$ cat src/sfre_pkg.sv
package sfre_pkg;

    // Word width and storage depth of the buffer
    localparam int unsigned DATA_W     = 9;
    localparam int unsigned FIFO_DEPTH = 32;
    localparam int unsigned FIFO_AW    = 5;

    // Stored-word levels, one bit wider than the address
    localparam logic [5:0] LVL_EMPTY = 6'h00;
    localparam logic [5:0] LVL_FULL  = 6'h20;
    localparam logic [5:0] LVL_HALF  = 6'h10;
    localparam logic [5:0] AE_OFFSET = 6'h04;
    localparam logic [5:0] AF_OFFSET = 6'h04;
    localparam logic [5:0] LVL_AF    = LVL_FULL - AF_OFFSET;

    // Cycles of retransmit setup before reads are served again
    localparam logic [3:0] RW_SETUP_CYCLES = 4'h3;
    localparam logic [3:0] RW_IDLE         = 4'h0;

    // Mode loaded by nrst, before any master reset latches the strap
    localparam logic MODE_RST = 1'b0;

    // Status pins, all active low
    typedef struct packed {
        logic empty_n;
        logic out_ready_n;
        logic full_n;
        logic in_ready_n;
        logic ae_n;
        logic af_n;
        logic half_n;
    } sfre_flags_t;

    localparam sfre_flags_t FLAGS_RST = '{
        empty_n:     1'b0,
        out_ready_n: 1'b1,
        full_n:      1'b1,
        in_ready_n:  1'b0,
        ae_n:        1'b0,
        af_n:        1'b1,
        half_n:      1'b1
    };

endpackage

$ cat src/sfre_fifo_mem.sv
`timescale 1ns/1ns
module sfre_fifo_mem #(
    parameter int unsigned WIDTH = 9,
    parameter int unsigned DEPTH = 32
) (
    input  wire logic                       clk,
    input  wire logic                       nrst,
    input  wire logic                       clear,
    input  wire logic                       rewind,
    input  wire logic                       in_valid,
    output logic                            in_ready,
    input  wire logic [WIDTH-1:0]           in_data,
    output logic                            out_valid,
    input  wire logic                       out_ready,
    output logic [WIDTH-1:0]                out_data,
    output logic [$clog2(DEPTH):0]          level
);
    localparam int unsigned AW = $clog2(DEPTH);
    localparam logic [AW:0] LVL_MAX = (AW+1)'(DEPTH);

    logic [WIDTH-1:0] mem [DEPTH];
    logic [AW-1:0]    wptr_r;
    logic [AW-1:0]    rptr_r;
    logic [AW:0]      level_r;
    logic [AW:0]      level_nxt;
    logic [WIDTH-1:0] rd_data_r;
    wire              push;
    wire              pop;

    // Handshakes; full and empty come from the true level
    assign in_ready  = (level_r != LVL_MAX);
    assign out_valid = (level_r != '0);
    assign push      = in_valid && in_ready;
    assign pop       = out_valid && out_ready && !rewind;
    assign out_data  = rd_data_r;
    assign level     = level_r;

    // Rewind replays everything written since the last clear, while that is under 32 words
    always_comb begin
        level_nxt = level_r;
        if (clear) begin
            level_nxt = '0;
        end else if (rewind) begin
            level_nxt = {1'b0, wptr_r} + {{AW{1'b0}}, push};
        end else begin
            level_nxt = level_r + {{AW{1'b0}}, push}
                                - {{AW{1'b0}}, pop};
        end
    end

    // Pointers and level; stored data is never touched by rewind
    always_ff @(posedge clk) begin
        if (!nrst || clear) begin
            wptr_r  <= '0;
            rptr_r  <= '0;
            level_r <= '0;
        end else begin
            level_r <= level_nxt;
            if (push) begin
                wptr_r <= wptr_r + 1'b1;
            end
            if (rewind) begin
                rptr_r <= '0;
            end else if (pop) begin
                rptr_r <= rptr_r + 1'b1;
            end
        end
    end

    // Storage array, no reset so it maps onto RAM
    always_ff @(posedge clk) begin
        if (push) begin
            mem[wptr_r] <= in_data;
        end
    end

    // Registered read port
    always_ff @(posedge clk) begin
        if (!nrst) begin
            rd_data_r <= '0;
        end else if (pop) begin
            rd_data_r <= mem[rptr_r];
        end
    end

endmodule

$ cat src/sfre_top.sv
`timescale 1ns/1ns
// What this block does
// - Fall-through output word is excluded from the level behind partial flags.
// - Almost-empty deasserts one clock after the write that raises the level.
// - Almost-full deasserts one clock after the read that lowers the level.
// - Partial and half flags resume on the first memory read after retransmit setup.
// - In fall-through mode, output-ready goes low whenever a word sits in the output register.
// - Input-ready goes low whenever a free location exists.
// - After master or partial reset: empty memory, output-ready high.
module sfre_top
    import sfre_pkg::*;
(
    input  wire logic              clk,
    input  wire logic              nrst,
    input  wire logic              master_reset_n,
    input  wire logic              partial_reset_n,
    input  wire logic              fall_through_mode,
    input  wire logic              write_en,
    input  wire logic [DATA_W-1:0] data_in,
    input  wire logic              read_en,
    input  wire logic              retransmit_strobe,
    output logic [DATA_W-1:0]      data_out,
    output logic                   empty_flag_n,
    output logic                   output_ready_n,
    output logic                   full_flag_n,
    output logic                   input_ready_n,
    output logic                   almost_empty_flag_n,
    output logic                   almost_full_flag_n,
    output logic                   half_full_flag_n
);

    logic              ftm_r;
    logic [3:0]        rw_cnt_r;
    logic [3:0]        rw_cnt_nxt;
    logic              hold_r;
    logic              pend_r;
    logic              out_full_r;
    logic              out_full_nxt;
    logic [DATA_W-1:0] data_out_r;
    sfre_flags_t       flags_r;
    sfre_flags_t       flags_nxt;

    logic              mem_in_ready;
    logic              mem_out_valid;
    logic [DATA_W-1:0] mem_out_data;
    logic [5:0]        level;

    wire               clear;
    wire               rw_busy;
    wire               rw_go;
    wire               rw_block;
    wire               pop_std;
    wire               pop_fall_through_mode;
    wire               pop;
    wire               out_take;
    wire               lvl_empty;
    wire               lvl_full;
    wire               lvl_ae;
    wire               lvl_af;
    wire               lvl_half;

    // Either reset empties the memory; only master reset reloads the mode
    assign clear    = !master_reset_n || !partial_reset_n;

    // Retransmit: a strobe during setup is ignored, no restart mid-setup
    assign rw_busy  = (rw_cnt_r != RW_IDLE);
    assign rw_go    = retransmit_strobe && !rw_busy && !clear;
    assign rw_block = rw_busy || retransmit_strobe;

    // Standard mode: a read on an empty memory is simply dropped
    assign pop_std  = !ftm_r && read_en && mem_out_valid && !rw_block;

    // Fall-through: refill the output register without a request;
    // one fetch in flight at a time keeps the ordering trivial
    assign pop_fall_through_mode = ftm_r && mem_out_valid && !pend_r && !rw_block
                      && (!out_full_r || read_en);
    assign pop      = pop_std || pop_fall_through_mode;
    assign out_take = ftm_r && read_en && out_full_r;

    // Level decode; level counts memory only, output register excluded
    assign lvl_empty = (level == LVL_EMPTY);
    assign lvl_full  = !mem_in_ready;       // Same term that drops writes
    assign lvl_ae    = (level <= AE_OFFSET);
    assign lvl_af    = (level >= LVL_AF);
    assign lvl_half  = (level > LVL_HALF);

    // Setup countdown after an accepted retransmit
    always_comb begin
        rw_cnt_nxt = rw_cnt_r;
        if (clear) begin
            rw_cnt_nxt = RW_IDLE;
        end else if (rw_go) begin
            rw_cnt_nxt = RW_SETUP_CYCLES;
        end else if (rw_busy) begin
            rw_cnt_nxt = rw_cnt_r - 4'h1;
        end
    end

    // Output register occupancy in fall-through mode
    always_comb begin
        out_full_nxt = out_full_r;
        if (clear || rw_go || !ftm_r) begin
            out_full_nxt = 1'b0;
        end else if (pend_r) begin
            out_full_nxt = 1'b1;
        end else if (out_take) begin
            out_full_nxt = 1'b0;
        end
    end

    // Flag next values
    always_comb begin
        flags_nxt = flags_r;
        // Held low through setup; high again marks setup complete
        flags_nxt.empty_n     = !lvl_empty && !rw_busy && !rw_go;
        // Low exactly while a word waits at the outputs
        flags_nxt.out_ready_n = !out_full_nxt;
        flags_nxt.full_n      = !lvl_full;
        // Low whenever at least one location is free
        flags_nxt.in_ready_n  = lvl_full;
        // Frozen from retransmit until the first location is read
        if (!hold_r) begin
            flags_nxt.ae_n = !lvl_ae;
            flags_nxt.af_n = !lvl_af;
            flags_nxt.half_n = !lvl_half;
        end
        if (clear) begin
            flags_nxt = FLAGS_RST;
        end
    end

    // Mode strap caught while master reset is low, never by nrst
    always_ff @(posedge clk) begin
        if (!nrst) begin
            ftm_r <= MODE_RST;
        end else if (!master_reset_n) begin
            ftm_r <= fall_through_mode;
        end
    end

    // Retransmit sequencing and flag freeze
    always_ff @(posedge clk) begin
        if (!nrst) begin
            rw_cnt_r <= RW_IDLE;
            hold_r   <= 1'b0;
        end else begin
            rw_cnt_r <= rw_cnt_nxt;
            if (clear) begin
                hold_r <= 1'b0;
            end else if (rw_go) begin
                hold_r <= 1'b1;
            end else if (pop) begin
                hold_r <= 1'b0;
            end
        end
    end

    // Fetch pipeline and output register
    always_ff @(posedge clk) begin
        if (!nrst) begin
            pend_r     <= 1'b0;
            out_full_r <= 1'b0;
        end else begin
            pend_r     <= pop && !clear;
            out_full_r <= out_full_nxt;
        end
    end

    // Data lands one clock after the memory read; later words stream
    // back to back in standard mode only; each fall-through word waits for its own fetch
    always_ff @(posedge clk) begin
        if (!nrst) begin
            data_out_r <= '0;
        end else if (pend_r && !clear) begin
            data_out_r <= mem_out_data;
        end
    end

    // Registered status pins
    always_ff @(posedge clk) begin
        if (!nrst) begin
            flags_r <= FLAGS_RST;
        end else begin
            flags_r <= flags_nxt;
        end
    end

    // Storage; full back-pressure drops writes at the ready term
    sfre_fifo_mem #(
        .WIDTH (DATA_W),
        .DEPTH (FIFO_DEPTH)
    ) u_mem (
        .clk       (clk),
        .nrst      (nrst),
        .clear     (clear),
        .rewind    (rw_go),
        .in_valid  (write_en),
        .in_ready  (mem_in_ready),
        .in_data   (data_in),
        .out_valid (mem_out_valid),
        .out_ready (pop),
        .out_data  (mem_out_data),
        .level     (level)
    );

    // Pins straight from flops
    assign data_out            = data_out_r;
    assign empty_flag_n        = flags_r.empty_n;
    assign output_ready_n      = flags_r.out_ready_n;
    assign full_flag_n         = flags_r.full_n;
    assign input_ready_n       = flags_r.in_ready_n;
    assign almost_empty_flag_n = flags_r.ae_n;
    assign almost_full_flag_n  = flags_r.af_n;
    assign half_full_flag_n    = flags_r.half_n;

endmodule

$ cat config.mk
export PLATFORM = sky130hd
export DESIGN_NAME = sfre_top
export DESIGN_NICKNAME = d
export VERILOG_FILES = /design/src/sfre_pkg.sv /design/src/sfre_fifo_mem.sv /design/src/sfre_top.sv
export SDC_FILE = /design/constraint.sdc
export NUM_CORES = 1
export LEC_CHECK = 0
export ABC_AREA = 1
export BUFFER_PORTS_ARGS = -buffer_cell sky130_fd_sc_hd__buf_2
export CAP_MARGIN = 20
export CORE_MARGIN = 10
export CORE_UTILIZATION = 35
export CTS_CLUSTER_SIZE = 25
export DETAILED_ROUTE_END_ITERATION = 12
export HOLD_SLACK_MARGIN = 0.08
export SLEW_MARGIN = 0
export SYNTH_ARGS = -nofsm -noshare
export SYNTH_HDL_FRONTEND = slang
export SYNTH_HIERARCHICAL = 1
export SYNTH_SLANG_ARGS = --single-unit
$ cat constraint.sdc
create_clock -name clk -period 7 [get_ports clk]
set_clock_uncertainty 0.15 [all_clocks]
set_input_delay 0.35 -clock clk [delete_from_list [all_inputs] [get_ports clk]]
set_output_delay 0.35 -clock clk [all_outputs]
set_load 0.03 [all_outputs]
# Word level (Yosys, flattened, before mapping)
# Memories as Yosys holds them, arrays and structs flattened. A register that Yosys moved wholly into a read port is not among the register bits.
# Index checks and enable logic that the tools add are counted.
dict set report word_totals {
  ram_bits 288
  in_bits 17
  n_memories 1
  register_bits 40
  elab_cells 90
}
dict set report op_classes {
  n_bitwise 1
  n_lt_le_gt_ge 3
  add_sub_neg 6
  muxes 10
  n_eq_ne 1
  reduce_logical 51
}
# name words width rd rd_clocked_by_memory_dff wr line
set mem_list {}
lappend mem_list {u_mem.mem 32 9 1 1 1 sfre_fifo_mem.sv:21} ;# logic [WIDTH-1:0] mem [DEPTH];
# op count
set op_table {}
lappend op_table {{$logic_and A1 B1 Y1} 18}
lappend op_table {{$logic_not A1 Y1} 17}
lappend op_table {{$add A5 B1 Y5 const B} 2}
lappend op_table {{$logic_or A1 B1 Y1} 7}
lappend op_table {{$mux W1} 7}
lappend op_table {{$add A5 B1 Y6} 1}
lappend op_table {{$add A6 B1 Y6} 1}
lappend op_table {{$ge A6 B5 Y1 const B} 1}
lappend op_table {{$gt A6 B5 Y1 const B} 1}
lappend op_table {{$le A6 B3 Y1 const B} 1}
lappend op_table {{$logic_not A6 Y1} 1}
lappend op_table {{$mux W6} 1}
lappend op_table {{$ne A6 B6 Y1 const B} 1}
lappend op_table {{$reduce_bool A6 Y1} 1}
lappend op_table {{$reduce_or A2 Y1} 3}
lappend op_table {{$sub A6 B1 Y6} 1}
lappend op_table {{$mux W2} 2}
lappend op_table {{$reduce_bool A2 Y1} 2}
lappend op_table {{$reduce_bool A4 Y1} 1}
lappend op_table {{$sub A4 B1 Y4 const B} 1}
lappend op_table {{$reduce_or A3 Y1} 1}
lappend op_table {{$not A1 Y1} 1}

# Longest topological paths before layout
# Gate-level depths: netlist of the first run.
dict set report depth {
  ltp_word 10
  depth_mapped 22
}

# Modules after synthesis
# Netlist of the first run, hierarchy kept.
# mod instances cells_each area_each_um2 seq_area_each_um2
set by_module_without_submodules {}
lappend by_module_without_submodules {sfre_fifo_mem 1 1307 13426.6 9148.8}
lappend by_module_without_submodules {sfre_top 1 124 1054.8 480.5}

# Least setup slack after synthesis of the first run
# OpenSTA, ideal clock, no wires.
dict set report synth_path {
  kind {register to register}
  startpoint {register rw_cnt_r[0]}
  endpoint {register u_mem.level_r[4] (netlist: u_mem/level[4])}
  path_buffers 1
  arrival_time_ns 3.040
  path_slack_ns 3.740
  stages_incl_launch_ff 23
  path_cell_list {dfxtp_1 -> inv_1 -> ha_1 -> nand2_2 -> nor2_4 -> nand3_4 -> inv_1 -> clkinv_1 -> nand3_1 -> inv_1 -> buf_2 -> ha_1 -> inv_1 -> ha_1 -> inv_1 -> fa_1 -> inv_1 -> nand2_1 -> a21oi_1 -> nor2_1 -> nand2_1 -> nand3_1 -> a21oi_1}
}
dict set report synth_via {
  word_cells_on_any_way 15
  classes_between {add/sub (1); mux (1); reduce/logical (13)}
}
# item line
set synth_lines {}
lappend synth_lines {{from (decl)} sfre_top.sv:33} ;# logic [3:0] rw_cnt_r;
lappend synth_lines {{from (signal assigned)} sfre_top.sv:147} ;# rw_cnt_r <= rw_cnt_nxt;
lappend synth_lines {{$reduce_bool A4 Y1} sfre_top.sv:66} ;# assign rw_busy = (rw_cnt_r != RW_IDLE);
lappend synth_lines {{$logic_not A1 Y1} sfre_top.sv:67} ;# assign rw_go = retransmit_strobe && !rw_busy && !clear;
lappend synth_lines {{$logic_and A1 B1 Y1 (2 in a row)} sfre_top.sv:67}
lappend synth_lines {{net rw_go} sfre_top.sv:50} ;# wire rw_go;
lappend synth_lines {{$logic_not A1 Y1} sfre_fifo_mem.sv:34} ;# assign pop = out_valid && out_ready && !rewind;
lappend synth_lines {{$logic_and A1 B1 Y1} sfre_fifo_mem.sv:34}
lappend synth_lines {{net u_mem.pop} sfre_fifo_mem.sv:28} ;# wire pop;
lappend synth_lines {{$sub A6 B1 Y6} sfre_fifo_mem.sv:47} ;# - {{AW{1'b0}}, pop};
lappend synth_lines {{$mux W6} sfre_fifo_mem.sv:43} ;# end else if (rewind) begin
lappend synth_lines {{to (signal assigned)} sfre_fifo_mem.sv:58} ;# level_r <= level_nxt;
lappend synth_lines {{to (decl)} sfre_fifo_mem.sv:24} ;# logic [AW:0] level_r;
# The timed path passes the listed nets, and every way through them passes these cells.
# A chain may end at the register's enable or synchronous reset.

# Worst setup path in the final report of the first run
dict set report layout_path {
  startpoint {register rw_cnt_r[0]}
  endpoint {register u_mem.level_r[4] (netlist: u_mem/level[4])}
}
dict set report layout_via {
  word_cells_on_any_way 15
  classes_between {add/sub (1); mux (1); reduce/logical (13)}
}
# item line
set layout_lines {}
lappend layout_lines {{$reduce_bool A4 Y1 (*)} sfre_top.sv:66}
lappend layout_lines {{$logic_not A1 Y1 (*)} sfre_top.sv:67}
lappend layout_lines {{$logic_and A1 B1 Y1 (*) (2 in a row)} sfre_top.sv:67}
lappend layout_lines {{net rw_go} sfre_top.sv:50}
lappend layout_lines {{$logic_not A1 Y1} sfre_fifo_mem.sv:34}
lappend layout_lines {{$logic_and A1 B1 Y1} sfre_fifo_mem.sv:34}
lappend layout_lines {{$sub A6 B1 Y6} sfre_fifo_mem.sv:47}
lappend layout_lines {{$mux W6 (*)} sfre_fifo_mem.sv:43}
# Mark *: on every way through the listed nets, which the timed path passes. The rest lies on a longest branch.

==> flow_metrics.env, run 1 <==
export IMPL_final_cells=2018
export IMPL_slowest_delay_ns=0.52
export IMPL_use_met2_pct=22.16
export IMPL_finalNetCount=1493
export IMPL_grt_start_max_net_pins=96
export IMPL_leakagePower_uw=0.006342
export IMPL_clockBufferDepth=3
export IMPL_fmax_mhz=240.6
export IMPL_grt_pass1_wl_um=54910
export IMPL_die_y_um=223.4
export IMPL_final_common_cell="nand2_1"
export IMPL_synth_top_area_cell="edfxtp_1"
export IMPL_grt_overflow_total=0
export IMPL_dp_hpwl_um=21310
export IMPL_num_rows=74
export IMPL_wl_per_cell_um=17.52
export IMPL_use_met3_pct=2.327
export IMPL_finalCriticalPeriod_ns=4.156
export IMPL_synth_warnings=6
export IMPL_utilization_pct=40.00
export IMPL_path_max_fanout=15
export IMPL_cp_slowest_cell="nand3_1"
export IMPL_synthesis_nets=1467
export IMPL_h_tree_depth=2
export IMPL_worstPathArrival_ns=4.46
export IMPL_synthDistinctLibCells=41
export IMPL_vias=9908
export IMPL_rsz0062_at_grt="no"
export IMPL_ant_nets=0
export IMPL_busiest_layer="met2"
export IMPL_drt_pass1_iterations=6
export IMPL_syn_area_per_cell_um2=10.12
export IMPL_cp_common_cell="inv_1"
export IMPL_insertion_delay_ns=0.54
export IMPL_synth_seq_cells=337
export IMPL_port_buffers=32
export IMPL_cp_num_buf_inv=7
export IMPL_ioPinCount=33
export IMPL_syn_instance_count=1431
export IMPL_whs_ns=0.1338
export IMPL_async_reset_ff_share_pct=0
export IMPL_cts_setup_buffers=0
export IMPL_timing_final_crit_share_pct=59.37
export IMPL_finalSetupTns_ns=0
export IMPL_initial_core_util_pct=35.47
export IMPL_grt_pass1_vias=9542
export IMPL_yosys_top_cells_area="edfxtp_1, nand2_1, dfxtp_1, nand3_1, inv_1"
export IMPL_gp_routability_congestion=0.9133
export IMPL_drive_gt1_share_pct=7.739
export IMPL_run_status="finished clean"
export IMPL_synth_edf_count=288
export IMPL_path_cells="inv_1 > ha_1 > nand2_2 > nor2_4 > nand3_4 > inv_1 > clkinv_1 > nand3_1 > inv_1 > ha_1 > inv_1 > ha_1 > inv_1 > fa_1 > inv_1 > nand2_1 > a21oi_1 > nor2_1 > nand2_1 > nand3_1 > a21oi_1"
export IMPL_synthFlopType="edfxtp_1"
export IMPL_netlist_area_leader_share_pct=59.72
export IMPL_area_growth_syn_to_layout_pct=12.79
export IMPL_cp_end_kind="register"
export IMPL_mostFrequentLayoutCells="nand2_1, edfxtp_1, nand3_1"
export IMPL_relSlewSlack_pct=31.03
export IMPL_drtIter0Drc=760
export IMPL_final_setup_viol_count=0
export IMPL_drt_vias_per_instance=4.910
export IMPL_p_per_area_mw_per_mm2=255.1
export IMPL_worstSetupStartpointType="register"
export IMPL_seq_area_frac_synth_pct=66.49
export IMPL_dp_cells=1943
export IMPL_finalHoldViolations=0
export IMPL_min_path_type="input pin to register"
export IMPL_path_class="register to register"
export IMPL_maxCapViolCount=0
export IMPL_die_w_um=223.4
export IMPL_antenna_found_initial=0
export IMPL_syn_cell_area_mm2=0.01448
export IMPL_peakVddDrop_mv=0.1824
export IMPL_track_usage_pct=13.87
export IMPL_drcViolationCount=0
export IMPL_diodes=0
export IMPL_core_mm2=0.04083
export IMPL_crit_family="simple AND/OR/NAND/NOR gates"
export IMPL_slew_viol_final=0
export IMPL_worst_pin_slew_ns=1.035
export IMPL_cts_tree="done"
export IMPL_critPathRequiredTime_ns=7.30
export IMPL_cts_sinks=337
export IMPL_die_area_mm2=0.04991
export IMPL_wirelength_um=35350
export IMPL_clk_pin_slew_worst_paths_ns=0.06
export IMPL_cts_buffers=38
export IMPL_cts_root_buffer="clkbuf_16"
export IMPL_grt_use_met1_pct=18.33
==> cells by family after synthesis <==
kind of cell | synth area share, %
buffers and inverters | 6.342
AO/OA/AOI/OAI | 3.249
AND/OR/NAND/NOR | 21.98
XOR/XNOR | 0.2420
flip-flops | 66.49
adder cells (fa/ha/maj) | 1.693
==> registers in the layout, indices dropped and copies added (netlist names) <==
register	count
u_mem/mem	288
data_out	9
u_mem/out_data	9
u_mem/level	6
u_mem/rptr_r	5
u_mem/wptr_r	5
rw_cnt_r	4
almost_empty_flag_n	1
almost_full_flag_n	1
empty_flag_n	1
ftm_r	1
full_flag_n	1
half_full_flag_n	1
hold_r	1
input_ready_n	1
out_full_r	1
output_ready_n	1
pend_r	1
==> worst reg2reg max path, stage by stage (launching register included) <==
cell and delay (ns):
dfxtp_1 0.31, inv_1 0.11, ha_1 0.19, nand2_2 0.09, nor2_4 0.19, nand3_4 0.10, inv_1 0.16, clkinv_1 0.28
nand3_1 0.52, inv_1 0.33, ha_1 0.37, inv_1 0.06, ha_1 0.17, inv_1 0.06, fa_1 0.36, inv_1 0.10
nand2_1 0.06, a21oi_1 0.16, nor2_1 0.06, nand2_1 0.06, nand3_1 0.07, a21oi_1 0.13
==> final cells by class <==
type,count,area (um^2)
Clock buffer,54,1046
Multi-Input combinational cell,868,3934
Clock inverter,15,152.6
Tap cell,532,665.6
Sequential cell,337,9634
Timing Repair Buffer,44,265.3
Inverter,168,635.6
Fill cell,3877,24500
==> cells in the mapped netlist, drive strengths merged (18+ instances only) <==
master  number
a21oi       59
buf         35
clkbuf      23
dfxtp       49
edfxtp     288
ha          18
inv        163
nand2      441
nand3      196
nor2       108
o21ai       21
==> per-layer routing <==
metal	wire length, um	share of wire (%)
met3	2009	5.7
met4	1202	3.4
met2	16510	47
met5	0	0
met1	15630	44
==> final timing paths <==
path,cells past startpoint,endpoint,slack [ns],startpoint
setup / recovery,21,u_mem/level[4],2.84,rw_cnt_r[0]
hold / removal,4,out_full_r,0.13,read_en
setup reg to reg,21,u_mem/level[4],2.84,rw_cnt_r[0]
hold reg to reg,2,data_out[7],0.31,data_out[7]
==> what timing repair did <==
action / in CTS / in global routing
gates resized for setup: 0 / 0
hold endpoints to repair: 24 / 0
hold buffers: 6 / 0
==> per-stage QoR <==
stage | cell area, um^2 | total power, uW | worst slack (ns)
2_1_floorplan | 14480 | 2265 | 3.740
3_3_place_gp | 15070 | 2310 | 2.960
4_1_cts | 16330 | 4211 | 2.872
3_5_place_dp | 15070 | 2311 | 2.898
5_1_grt | 16330 | 4300 | 2.469
6_report | 16330 | 4167 | 2.844
==> where the power goes <==
part	switching (uW)	total, uW	internal [uW]
Sequential	3.17	2190	2180
Combinational	64.2	83.4	19.2
Clock	774	1900	1120
(Power assumes the default switching activity.)
==> run 2, diff against run 1 <==
Clock period 7 ns to 3.6 ns, I/O delays scaled along.
==> run 2 against run 1 <==
Register-to-register slack worse by 2.4 ns. Final area is 1.4% higher. Core utilization is 0.55 points higher. Combinational power is 110% higher. Sequential power is 94% higher. First-iteration DRC count is 5.8% higher. Clock power is 80% higher. Sequential share of layout area is 0.80 points lower. Fmax is 30% higher. Sequential cell count stayed put. Die area stayed put. Hold slack worse by 0.031 ns. Largest cell class unchanged.
==> flow_metrics.env, run 2 (synthesis results as in run 1) <==
export IMPL_drive_gt1_share_pct=9.480
export IMPL_path_class="register to register"
export IMPL_r2r_start="rw_cnt_r[0]"
export IMPL_wl_per_cell_um=17.78
export IMPL_initial_core_util_pct=35.47
export IMPL_rsz0062_at_grt="no"
export IMPL_grt_start_max_net_pins=157
export IMPL_grt_overflow_total=0
export IMPL_crit_start="rw_cnt_r[0]"
export IMPL_grt_pass1_vias=9847
export IMPL_drcViolationCount=0
export IMPL_holdPathEnd="u_mem/mem[26][4]"
export IMPL_worst_pin_slew_ns=0.9103
export IMPL_cts_root_buffer="clkbuf_16"
export IMPL_largest_reg_flops=288
export IMPL_diodes=0
export IMPL_area_growth_syn_to_layout_pct=14.33
export IMPL_die_area_mm2=0.04991
export IMPL_reg2reg_depth=21
export IMPL_grt_pass1_wl_um=56310
export IMPL_clk_pin_slew_worst_paths_ns=0.06
export IMPL_reg2reg_to="u_mem/level[4]"
export IMPL_relSlewSlack_pct=39.31
export IMPL_timing_final_crit_share_pct=88.73
export IMPL_die_y_um=223.4
export IMPL_cts_resized=0
export IMPL_dp_hpwl_um=22150
export IMPL_finalNetCount=1529
export IMPL_ant_nets=0
export IMPL_finalCriticalPeriod_ns=3.194
export IMPL_finalWorstSetupSlack_ns=0.4059
export IMPL_final_common_cell="nand2_1"
export IMPL_path_max_fanout=5
export IMPL_gp_routability_congestion=0.9290
export IMPL_p_per_area_mw_per_mm2=474.1
export IMPL_worstPathArrival_ns=3.51
export IMPL_finalSetupTns_ns=0
export IMPL_peakVddDrop_mv=0.3415
export IMPL_dp_slack_ns=0.4083
export IMPL_num_rows=74
export IMPL_maxCapViolCount=0
export IMPL_run_status="finished clean"
export IMPL_regMostFlops="u_mem/mem"
export IMPL_regArea_mm2=0.009634
export IMPL_fmax_mhz=313.1
export IMPL_drtIter0Drc=804
export IMPL_port_buffers=32
export IMPL_insertion_delay_ns=0.54
export IMPL_r2r_slack_ns=0.41
export IMPL_core_mm2=0.04083
export IMPL_min_path_type="input pin to register"
export IMPL_worstHoldPathCells=1
export IMPL_final_setup_viol_count=0
export IMPL_utilization_pct=40.55
export IMPL_cts_buffers=37
export IMPL_hp_start="data_in[4]"
export IMPL_track_usage_pct=14.31
export IMPL_wirelength_um=36470
export IMPL_worstSetupStartpointType="register"
export IMPL_clockBufferDepth=3
export IMPL_h_tree_depth=2
export IMPL_cts_tree="done"
export IMPL_critPathRequiredTime_ns=3.91
export IMPL_cts_sinks=337
export IMPL_drt_vias_per_instance=4.918
export IMPL_finalHoldViolations=0
export IMPL_cp_end_kind="register"
export IMPL_mostFrequentLayoutCells="nand2_1, edfxtp_1, nand3_1"
export IMPL_drt_pass1_iterations=5
export IMPL_dp_cells=1974
export IMPL_vias=10086
export IMPL_ioPinCount=33
export IMPL_antenna_found_initial=0
export IMPL_die_w_um=223.4
export IMPL_multi_input_area_mm2=0.003934
export IMPL_final_cells=2051
export IMPL_leakagePower_uw=0.006489
export IMPL_nFillCells=3870
export IMPL_power_uw=7849
export IMPL_slew_viol_final=0
==> run 2: cell types whose count changed in the layout (fill, tap and decap cells not counted), sizes merged <==
cell         change
clkinv           +1
clkinvlp         +3
bufinv           -2
dlygate4sd3      +6
buf             +31
clkbuf           -6
==> run 2: worst max path at each step <==
stage | slack (ns) | end | depth (start not counted)
2_1_floorplan | 0.34 | u_mem/level[4] | 22
3_3_place_gp | 0.46 | u_mem/level[4] | 21
3_5_place_dp | 0.41 | u_mem/level[4] | 21
4_1_cts | 0.40 | u_mem/level[4] | 21
5_1_grt | 0.1 | u_mem/level[4] | 21
6_report | 0.41 | u_mem/level[4] | 21
==> run 2: final cells by class <==
type	count	area share, %
Tap cell	532	4.020
Inverter	168	3.839
Timing Repair Buffer	81	3.673
Clock inverter	17	0.6801
Multi-Input combinational cell	868	23.76
Sequential cell	337	58.19
Clock buffer	48	5.841
==> run 2: worst max-delay path: stages (launching register included) <==
cell and delay [ns]:
dfxtp_1 0.31, inv_1 0.11, ha_1 0.19, nand2_2 0.08, nor2_4 0.20, nand3_4 0.09, inv_1 0.16, clkinv_1 0.10
nand3_1 0.11, inv_1 0.06, ha_1 0.29, inv_1 0.06, ha_1 0.19, inv_1 0.07, fa_1 0.35, inv_1 0.09
nand2_1 0.05, a21oi_1 0.16, nor2_1 0.06, nand2_1 0.05, nand3_1 0.07, a21oi_1 0.13
==> run 2: layer usage <==
layer | track usage [%] | vias up | wire length, um
met5 | 0 | - | 0
li1 | - | 4860 | -
met1 | 19.03 | 4854 | 16120
met2 | 22.62 | 297 | 16970
met3 | 2.445 | 75 | 2073
met4 | 5.929 | 0 | 1301
==> run 2: where the power goes <==
| part | switching, uW | leakage, uW | internal, uW |
|---|---|---|---|
| sequential | 5.91 | 0.00299 | 4250 |
| clock | 1510 | 0.000515 | 1910 |
| combinational | 133 | 0.00298 | 43.1 |
| total | 1650 | 0.00649 | 6200 |
==> run 2: through the flow <==
step / instance area, um^2 / hold slack, ns
2_1_floorplan: 14480 / 0.1235
3_3_place_gp: 15360 / 0.2675
3_5_place_dp: 15360 / 0.2805
4_1_cts: 16560 / 0.1114
5_1_grt: 16560 / 0.1274
6_report: 16560 / 0.1025
==> run 2: repair_timing <==
| action | CTS | global route |
|---|---|---|
| hold buffers | 12 | 0 |
| buffers inserted | 0 | 0 |
| endpoints found under the hold margin | 41 | 0 |
==> run 3, diff against run 2 <==
Settings changed: CORE_UTILIZATION 35 to 56, PLACE_DENSITY from default to 0.75.
==> run 3 against run 2 <==
Die area decreased by 35%. Highest routed layer unchanged. First-iteration DRC count increased by 69%. Register-to-register slack got worse by 0.12 ns. Sequential power about the same. Combinational power increased by 5%. Via count increased by 1.0%. Fmax decreased by 3.6%. Sequential share of layout area increased by 1.4 points. Power increased by 1.7%. Count of clock-buffer cells in the layout decreased by 1. Clock power increased by 4%. Global-route usage increased by 6.0 points.
==> flow_metrics.env, run 3 (synthesis results as in run 1) <==
export IMPL_placed_cell_area_mm2=0.01493
export IMPL_relSlewSlack_pct=44.68
export IMPL_worstSetupStartpointType="register"
export IMPL_vias=10191
export IMPL_p_clk_share_pct=44.4
export IMPL_leakagePower_uw=0.006413
export IMPL_p_per_area_mw_per_mm2=493.2
export IMPL_clk_pin_slew_worst_paths_ns=0.06
export IMPL_p_seq_share_pct=53.3
export IMPL_finalSetupTns_ns=0
export IMPL_track_usage_pct=20.32
export IMPL_cp_num_buf_inv=7
export IMPL_wl_per_cell_um=18.75
export IMPL_cts_root_buffer="clkbuf_16"
export IMPL_worstPathArrival_ns=3.60
export IMPL_die_w_um=180.8
export IMPL_ioPinCount=33
export IMPL_p_int_uw=6420
export IMPL_cts_tree="done"
export IMPL_dp_hpwl_um=20440
export IMPL_timing_final_crit_share_pct=92.03
export IMPL_multi_input_area_mm2=0.003934
export IMPL_initial_core_util_pct=57.18
export IMPL_slew_viol_final=0
export IMPL_core_mm2=0.02533
export IMPL_ant_nets=0
export IMPL_crit_family="adder cells"
export IMPL_path_cells="inv_1 > ha_1 > nand2_2 > nor2_4 > nand3_4 > inv_1 > clkinv_1 > nand3_1 > inv_2 > ha_1 > inv_1 > ha_1 > inv_1 > fa_1 > inv_1 > nand2_1 > a21oi_1 > nor2_1 > nand2_1 > nand3_1 > a21oi_1"
export IMPL_finalNetCount=1505
export IMPL_postLayoutCellArea_mm2=0.01618
export IMPL_grt_start_max_net_pins=157
export IMPL_insertion_delay_ns=0.52
export IMPL_area_growth_syn_to_layout_pct=11.71
export IMPL_cts_setup_buffers=0
export IMPL_peakVddDrop_mv=0.4458
export IMPL_finalHoldViolations=0
export IMPL_port_buffers=32
export IMPL_holdPathEnd="u_mem/mem[30][1]"
export IMPL_slowest_delay_ns=0.36
export IMPL_worstHoldPathCells=1
export IMPL_nFillCells=1916
export IMPL_diodes=0
export IMPL_die_y_um=180.8
export IMPL_finalCriticalPeriod_ns=3.313
export IMPL_reg2reg_to="u_mem/level[4]"
export IMPL_r2r_start="rw_cnt_r[0]"
export IMPL_largest_reg_flops=288
export IMPL_maxCapViolCount=0
export IMPL_clockBufferDepth=3
export IMPL_h_tree_depth=2
export IMPL_grt_overflow_total=0
export IMPL_dp_slack_ns=0.2662
export IMPL_r2r_slack_ns=0.29
export IMPL_min_path_type="input pin to register"
export IMPL_die_area_mm2=0.03269
export IMPL_switching_share_pct=19.54
export IMPL_reg2reg_depth=21
export IMPL_num_rows=58
export IMPL_drt_vias_per_instance=5.593
export IMPL_finalWorstSetupSlack_ns=0.2867
export IMPL_path_max_fanout=11
export IMPL_drt_pass1_iterations=6
export IMPL_drtIter0Drc=1361
export IMPL_hp_start="data_in[1]"
export IMPL_wirelength_um=34170
export IMPL_run_status="finished clean"
export IMPL_worst_pin_slew_ns=0.8268
export IMPL_cp_common_cell="inv_1"
export IMPL_final_setup_viol_count=0
export IMPL_drive_gt1_share_pct=8.244
export IMPL_gp_routability_congestion=0.9358
export IMPL_path_class="register to register"
export IMPL_fmax_mhz=301.8
export IMPL_regArea_mm2=0.009634
export IMPL_grt_pass1_wl_um=53450
export IMPL_final_common_cell="nand2_1"
export IMPL_antenna_found_initial=0
export IMPL_comb_power_share_pct=2.3
export IMPL_regMostFlops="u_mem/mem"
export IMPL_drcViolationCount=0
export IMPL_cts_sinks=337
export IMPL_cp_slowest_cell="fa_1"
export IMPL_cts_buffers=35
export IMPL_critPathRequiredTime_ns=3.89
export IMPL_rsz0062_at_grt="no"
export IMPL_mostFrequentLayoutCells="nand2_1, edfxtp_1, nand3_1"
export IMPL_power_switching_uw=1559
export IMPL_grt_pass1_vias=9770
export IMPL_cp_end_kind="register"
## run 3: cell count changes in the layout (fill, tap and decap cells not counted), sizes merged
cell,delta
buf,-21
dlygate4sd3,-1
clkbuf,-1
inv,-2
clkinvlp,-4
bufinv,+2
## run 3: through the flow
stage	hold WS, ns	utilization [%]	cells	total power (uW)
after detailed placement	0.2809	58.96	1751	4505
after global routing	0.1458	63.87	1822	8207
after CTS	0.1328	63.87	1822	8014
final	0.1105	63.87	1822	7979
after global placement	0.2753	58.96	1751	4502
after floorplan	0.1235	-	1431	4404
## run 3: worst max path at each step
stage                           to  cells after the start        start  slack, ns
finish              u_mem/level[4]                     21  rw_cnt_r[0]       0.29
global route        u_mem/level[4]                     21  rw_cnt_r[0]       0.02
CTS                 u_mem/level[4]                     21  rw_cnt_r[0]       0.25
detailed placement  u_mem/level[4]                     21  rw_cnt_r[0]       0.27
global placement    u_mem/level[4]                     21  rw_cnt_r[0]       0.36
floorplan           u_mem/level[4]                     22  rw_cnt_r[0]       0.34
## run 3: power by group through the flow
stage               registers, uW  logic [uW]  clock network (uW)
finish                       4250         184                3540
CTS                          4250         180                3580
global route                 4250         198                3760
detailed placement           4330         171                   0
global placement             4330         169                   0
floorplan                    4330        69.4                   0
## run 3: per-layer routing
metal	vias to the layer above	global-route usage (%)	wire length, um
met5	-	0	0
met4	0	7.316	1065
met3	82	4.096	2938
met2	508	33.07	16260
met1	4797	26.46	13900
li1	4804	-	-
## run 3: area by class of cell
type | instances | share of cell area, %
sequential | 337 | 59.56
multi-input combinational | 868 | 24.32
clock buffer | 47 | 6.342
inverter | 168 | 3.921
timing repair buffer | 59 | 2.645
tap | 330 | 2.552
clock inverter | 13 | 0.6652
## run 3: timing repair
action,CTS,global route
hold buffers,11,0
resized for setup,0,1
setup endpoints to repair,0,1
endpoints found under the hold margin,38,0
